### src/logic/seq_defines.vh
// Purpose: constants for the mirror park power sequencer
// Assumes: 250 MHz system clock
// Notes: times in their own units, counts derived
`ifndef SEQ_DEFINES_VH
`define SEQ_DEFINES_VH
`define CLK_MHZ 250
`define PARK_HOLD_US 500
// 500 us at 250 MHz, sized to the counter width
`define PARK_HOLD_CYC 24'h01E848
`define RESET_PULSE_MS 50
// 50 ms at 250 MHz, sized to the counter width
`define RESET_PULSE_CYC 24'hBEBC20
`define RAIL_GAP_CYC 24'h000100
`define CNT_W 24
`endif

### src/logic/mirror_park_power_sequencer.v
// Purpose: host-side power sequencer and mirror park controller
// Assumes: settled and discharged indications come from rail monitors
// Notes: one clock, synchronous active-high reset, clock enable
`timescale 1ns/1ps
`include "seq_defines.vh"
// Contract
// - high-voltage rail enables stay off until logic and interface rails settle.
// - control outputs toward the device stay low until those rails settle, except park request on off or loss before then.
// - planned power-off holds park request at least 500 us before removal.
// - power loss raises park request at once, rails kept 500 us.
// - restart after park needs controller reset low for 50 ms.
// - logic rails stay on until high-voltage rails are discharged.
// - bias-offset difference kept within limit during up and down.
// - bias need not follow offset up, nor precede it down.
// - mirror-reset rail may switch at any time relative to others.
// - offset enabled before bias; bias disabled before offset.
// - hardware power-down drops rails only after park completes.
// - software power-down drops rails only after park completes.
// - each high-voltage rail has its own enable output.
// - power-down complete only when rails report discharged within limits.
// - idle periods: illuminator off, stream 50/50 patterns.
module mirror_park_power_sequencer #(
    parameter [`CNT_W-1:0] PARK_HOLD_CYC = `PARK_HOLD_CYC,
    parameter [`CNT_W-1:0] RESET_PULSE_CYC = `RESET_PULSE_CYC,
    parameter [`CNT_W-1:0] RAIL_GAP_CYC = `RAIL_GAP_CYC
) (
    // clock and reset
    input wire clk_sys,
    input wire rst,
    input wire clk_en,
    // user commands
    input wire power_on_req,
    input wire power_off_req,
    input wire power_loss,
    input wire idle_req,
    // rail monitors
    input wire logic_rail_ok,
    input wire interface_rail_ok,
    input wire hv_rails_discharged,
    // rail enables
    output reg logic_rail_en,
    output reg interface_rail_en,
    output reg offset_en,
    output reg bias_en,
    output reg mirror_reset_en,
    // controller pins
    output reg park_request,
    output reg controller_reset_n,
    // status
    output reg illum_off,
    output reg pattern_idle,
    output wire ready,
    output wire off_done
);
    localparam [8:0] S_OFF = 9'h001;
    localparam [8:0] S_LOGIC = 9'h002;
    localparam [8:0] S_RST = 9'h004;
    localparam [8:0] S_OFFS = 9'h008;
    localparam [8:0] S_BIAS = 9'h010;
    localparam [8:0] S_RUN = 9'h020;
    localparam [8:0] S_PARK = 9'h040;
    localparam [8:0] S_BIASDN = 9'h080;
    localparam [8:0] S_DRAIN = 9'h100;

    reg [8:0] state_reg;
    reg [8:0] state_next;
    reg [`CNT_W-1:0] cnt_reg;
    reg [`CNT_W-1:0] cnt_next;
    wire rails_ok;

    // state membership test used by the high-voltage enable, park request and reset decodes
    function in_set;
        input [8:0] st;
        input [8:0] mask;
        begin
            in_set = (st & mask) != 9'h000;
        end
    endfunction

    assign rails_ok = logic_rail_ok & interface_rail_ok;
    assign ready = state_reg == S_RUN;
    assign off_done = state_reg == S_OFF;

    always @* begin
        state_next = state_reg;
        cnt_next = cnt_reg;
        case (state_reg)
            S_OFF: begin
                cnt_next = {`CNT_W{1'b0}};
                if (power_on_req & ~power_loss) begin
                    state_next = S_LOGIC;
                end
            end
            S_LOGIC: begin
                cnt_next = {`CNT_W{1'b0}};
                if (power_loss | power_off_req) begin
                    state_next = S_DRAIN;
                end else if (rails_ok) begin
                    state_next = S_RST;
                end
            end
            S_RST: begin
                cnt_next = cnt_reg + 1'b1;
                if (power_loss | power_off_req) begin
                    cnt_next = {`CNT_W{1'b0}};
                    state_next = S_DRAIN;
                end else if (cnt_reg >= RESET_PULSE_CYC - 1'b1) begin
                    cnt_next = {`CNT_W{1'b0}};
                    state_next = S_OFFS;
                end
            end
            S_OFFS: begin
                cnt_next = cnt_reg + 1'b1;
                if (power_loss | power_off_req) begin
                    cnt_next = {`CNT_W{1'b0}};
                    state_next = S_PARK;
                end else if (cnt_reg >= RAIL_GAP_CYC - 1'b1) begin
                    cnt_next = {`CNT_W{1'b0}};
                    state_next = S_BIAS;
                end
            end
            S_BIAS: begin
                cnt_next = {`CNT_W{1'b0}};
                state_next = S_RUN;
            end
            S_RUN: begin
                cnt_next = {`CNT_W{1'b0}};
                if (power_loss | power_off_req | ~rails_ok) begin
                    state_next = S_PARK;
                end
            end
            S_PARK: begin
                cnt_next = cnt_reg + 1'b1;
                if (cnt_reg >= PARK_HOLD_CYC - 1'b1) begin
                    cnt_next = {`CNT_W{1'b0}};
                    state_next = S_BIASDN;
                end
            end
            S_BIASDN: begin
                cnt_next = cnt_reg + 1'b1;
                if (cnt_reg >= RAIL_GAP_CYC - 1'b1) begin
                    cnt_next = {`CNT_W{1'b0}};
                    state_next = S_DRAIN;
                end
            end
            S_DRAIN: begin
                cnt_next = {`CNT_W{1'b0}};
                if (hv_rails_discharged) begin
                    state_next = S_OFF;
                end
            end
            default: begin
                cnt_next = {`CNT_W{1'b0}};
                state_next = S_OFF;
            end
        endcase
    end

    always @(posedge clk_sys) begin
        if (rst) begin
            state_reg <= S_OFF;
            cnt_reg <= {`CNT_W{1'b0}};
        end else if (clk_en) begin
            state_reg <= state_next;
            cnt_reg <= cnt_next;
        end
    end

    // outputs from flops, decoded from next state
    always @(posedge clk_sys) begin
        if (rst) begin
            logic_rail_en <= 1'b0;
            interface_rail_en <= 1'b0;
            offset_en <= 1'b0;
            bias_en <= 1'b0;
            mirror_reset_en <= 1'b0;
            park_request <= 1'b0;
            controller_reset_n <= 1'b0;
            illum_off <= 1'b1;
            pattern_idle <= 1'b0;
        end else if (clk_en) begin
            logic_rail_en <= state_next != S_OFF;
            interface_rail_en <= state_next != S_OFF;
            offset_en <= in_set(state_next, S_OFFS | S_BIAS | S_RUN | S_PARK | S_BIASDN);
            bias_en <= in_set(state_next, S_BIAS | S_RUN | S_PARK);
            mirror_reset_en <= in_set(state_next, S_OFFS | S_BIAS | S_RUN | S_PARK);
            park_request <= in_set(state_next, S_PARK | S_BIASDN | S_DRAIN);
            controller_reset_n <= in_set(state_next, S_OFFS | S_BIAS | S_RUN | S_PARK | S_BIASDN);
            illum_off <= ~(state_next == S_RUN) | idle_req;
            pattern_idle <= (state_next == S_RUN) & idle_req;
        end
    end
endmodule // mirror_park_power_sequencer

### config.mk
export PLATFORM = sky130hd
export DESIGN_NAME = mirror_park_power_sequencer
export DESIGN_NICKNAME = d
export VERILOG_FILES = /design/src/logic/mirror_park_power_sequencer.v
export VERILOG_INCLUDE_DIRS = /design/src /design/src/logic
export SDC_FILE = /design/constraint.sdc
export NUM_CORES = 1
export LEC_CHECK = 0
export BUFFER_PORTS_ARGS = -buffer_cell sky130_fd_sc_hd__buf_2
export CAP_MARGIN = 5
export CORE_MARGIN = 8
export CORE_UTILIZATION = 60
export DETAILED_ROUTE_END_ITERATION = 10
export HOLD_SLACK_MARGIN = 0.1
export MAX_ROUTING_LAYER = met4
export PLACE_DENSITY = 0.8
export SLEW_MARGIN = 40
export SYNTH_ARGS = -nofsm -noshare
export SYNTH_HDL_FRONTEND = slang
export SYNTH_SLANG_ARGS = --single-unit
### constraint.sdc
create_clock -name clk_sys -period 3.2 [get_ports clk_sys]
set_clock_uncertainty 0.15 [all_clocks]
set_input_delay 0 -clock clk_sys [delete_from_list [all_inputs] [get_ports clk_sys]]
set_output_delay 0 -clock clk_sys [all_outputs]
set_load 0.01 [all_outputs]
==> summary.txt <==
Outcome
  – Status: completed

Worst setup path
  – Endpoint class of the critical path: register
  – FF-to-FF path depth: 6
  – Req. time, crit path: 3300 ps
  – CP Launch Type: register
  – Setup CP Type: reg2reg
  – R2R Path End: state_reg[2]
  – FF-to-FF setup slack: 390 ps
  – CP Max Fanout: 10
  – R2R Path Start: state_reg[4]
  – Critical Path AT: 2910 ps
  – CP startpoint: state_reg[4]

Timing
  – Final worst path period share: 0.8766
  – Slew Limit Fails: 0
  – Max transition margin: 0.4656
  – Setup violators final: 0
  – RSZ-0062 raised after global routing: false
  – Final TNS setup: 0 ps
  – WHS: 155.3 ps
  – Hold Fails Final Rpt: 0
  – Min Tclk post-route: 2805 ps
  – Fmax: 356.5 MHz
  – Worst Max-Slew Pin Slew: 796.2 ps

Die
  – Die height: 83.57 um
  – Die W: 83.57 um
  – Initial Util: 0.6247
  – Die area: 6983 um2
  – Row Count: 24
  – Core Region: 4384 um2
  – Io pins: 21

Clock tree
  – Postcts setup bufs: 0
  – Clock latency on the worst-skew pair: 300 ps
  – CTS H-tree depth: 2
  – CTS tree: built
  – Root Buffer: clkbuf_8
  – Clk buf depth: 2
  – Clock sinks: 40
  – Total CTS buffers: 5
  – Clock-pin slew on the worst setup and hold paths: 90 ps

Logic synthesis
  – Mapped cell area: 2739 um2
  – Flops & latches, synth: 40
  – Syn Area/Cell: 7.962 um2
  – Synth Net Count: 355
  – Prevailing post-synth register cell: dfxtp_1
  – Ys Warns: 0
  – Post-synth EDFFs: 0
  – Sequential fraction of the synthesis area: 0.2924
  – Synth Instances: 344
  – Count of cell types in the netlist: 62
  – Post-synth ARST share: 0

Final layout
  – Most frequent cells in the layout: 40 x dfxtp_1, 31 x nor2_1, 26 x nand2_1, 21 x o21ai_0, 20 x buf_2
  – Max reg flops: 24
  – Layout area overhead: 8.451%
  – Number of diodes: 0
  – Final core occ: 0.6775
  – NumNets Final: 372
  – Most common cell after layout, fill and taps aside: dfxtp_1
  – FILL cells: 369
  – Layout cells sized above 1: 0.1436

Route
  – Wirelength per Cell: 16.78 um
  – Via density: 6.512
  – Antenna Nets Post-Route: 0
  – Drt first-iter violations: 286
  – Detailed Routing Iterations Pass 1: 5
  – Final WL: 6946 um
  – Routed vias: 2696
  – DRC Markers: 0

Hold path
  – Hold worst-path end: state_reg[1]
  – Hold wc startpoint: power_on_req
  – Hold Path Class: in2reg
  – Hold Path Depth: 5

Power
  – Pwr Density: 362.1 nW/um2
  – Design Power: 1076 uW
  – VDD IR max: 317.5 uV
  – Lkg Pwr: 0.001158 uW

Global routing
  – Pin count of the biggest net entering global routing: 34
  – GRT Util Overall: 0.2028
  – Grt total ovfl: 0
  – Global-route wire length before repair: 11990 um
  – Vias in the first global route: 2500
  – Antenna violations before repair: 0

Placed design
  – Port bufs: 20
  – Detailed Place HPWL: 4991 um
  – Gpl congestion: 0.9070

Job
  – Max cap viols: 0
area by class of cell:
class,instances,area (um2),share of cell area
Multi-Input combinational cell,273,1733,0.5834
Sequential cell,40,800.8,0.2696
Timing Repair Buffer,33,225.2,0.07582
Clock buffer,5,68.82,0.02317
Tap cell,52,65.06,0.02190
Clock inverter,3,47.55,0.01601
Inverter,8,30.03,0.01011
power breakdown:
part	switching (uW)	total [uW]	internal, uW
logic	71.4	125	53.6
clock network	196	432	235
registers	12.9	519	506
total	281	1080	795
cells in the mapped netlist (7+ instances only):
cell type | n | area (um2)
nand2_1 | 26 | 97.59
o21ai_1 | 8 | 40.04
inv_1 | 8 | 30.03
o21ai_0 | 21 | 105.1
nor4_1 | 8 | 50.05
buf_6 | 8 | 90.09
nor2_1 | 31 | 116.4
nor3b_1 | 10 | 75.07
clkbuf_1 | 10 | 37.54
nand4_1 | 10 | 62.56
nand3_1 | 13 | 65.06
a21o_1 | 17 | 127.6
nor3_1 | 17 | 85.08
and3_1 | 7 | 43.79
a21oi_1 | 12 | 60.06
dfxtp_1 | 40 | 800.8
cell families (layout without fill, tap and decap cells):
logic type / count (synthesis) / after routing / synth area share
and+or+nand+nor: 171 / 171 / 0.3668
AOI/OAI and AO/OA: 93 / 93 / 0.2353
DFF: 40 / 40 / 0.2924
buffers and inverters: 31 / 49 / 0.07492
xor gates and xnor gates: 7 / 7 / 0.02239
adders and majority gates: 1 / 1 / 0.004568
muxes: 1 / 1 / 0.003655
worst max-delay path, stage by stage (launching register included):
cell,delay [ps]
dfxtp_1,410
nor3_2,480
nand2_1,150
a311oi_1,650
nor2_1,160
nor3_1,190
dlygate4sd3_1,560
worst max path at each step:
stage / end / slack (ps) / cells after the start
3_3_place_gp: cnt_reg[21] / 600 / 7
2_1_floorplan: cnt_reg[14] / 860 / 8
3_5_place_dp: cnt_reg[11] / 540 / 7
6_report: state_reg[2] / 390 / 6
5_1_grt: state_reg[2] / 180 / 7
4_1_cts: state_reg[2] / 470 / 7
metrics by stage:
| stage | instances | instance area, um2 | setup WS [ps] |
|---|---|---|---|
| 3_5_place_dp | 395 | 2744 | 535.3 |
| 3_3_place_gp | 395 | 2744 | 603.3 |
| 5_1_grt | 414 | 2970 | 181.6 |
| 2_1_floorplan | 344 | 2739 | 857.9 |
| 6_report | 414 | 2970 | 394.9 |
| 4_1_cts | 414 | 2970 | 472.8 |
per-layer routing:
metal  vias to the layer above  wire [um]  track usage
met4                         0        105      0.05808
met3                        17        495      0.03906
li1                       1310          -            -
met1                      1248       3307       0.2749
met2                       121       3037       0.2954
met5                         -          0            -
timing repair:
item	in CTS	in global routing
resized for setup	0	0
endpoints found under the hold margin	21	0
hold buffers	11	0
(Power assumes the default switching activity.)
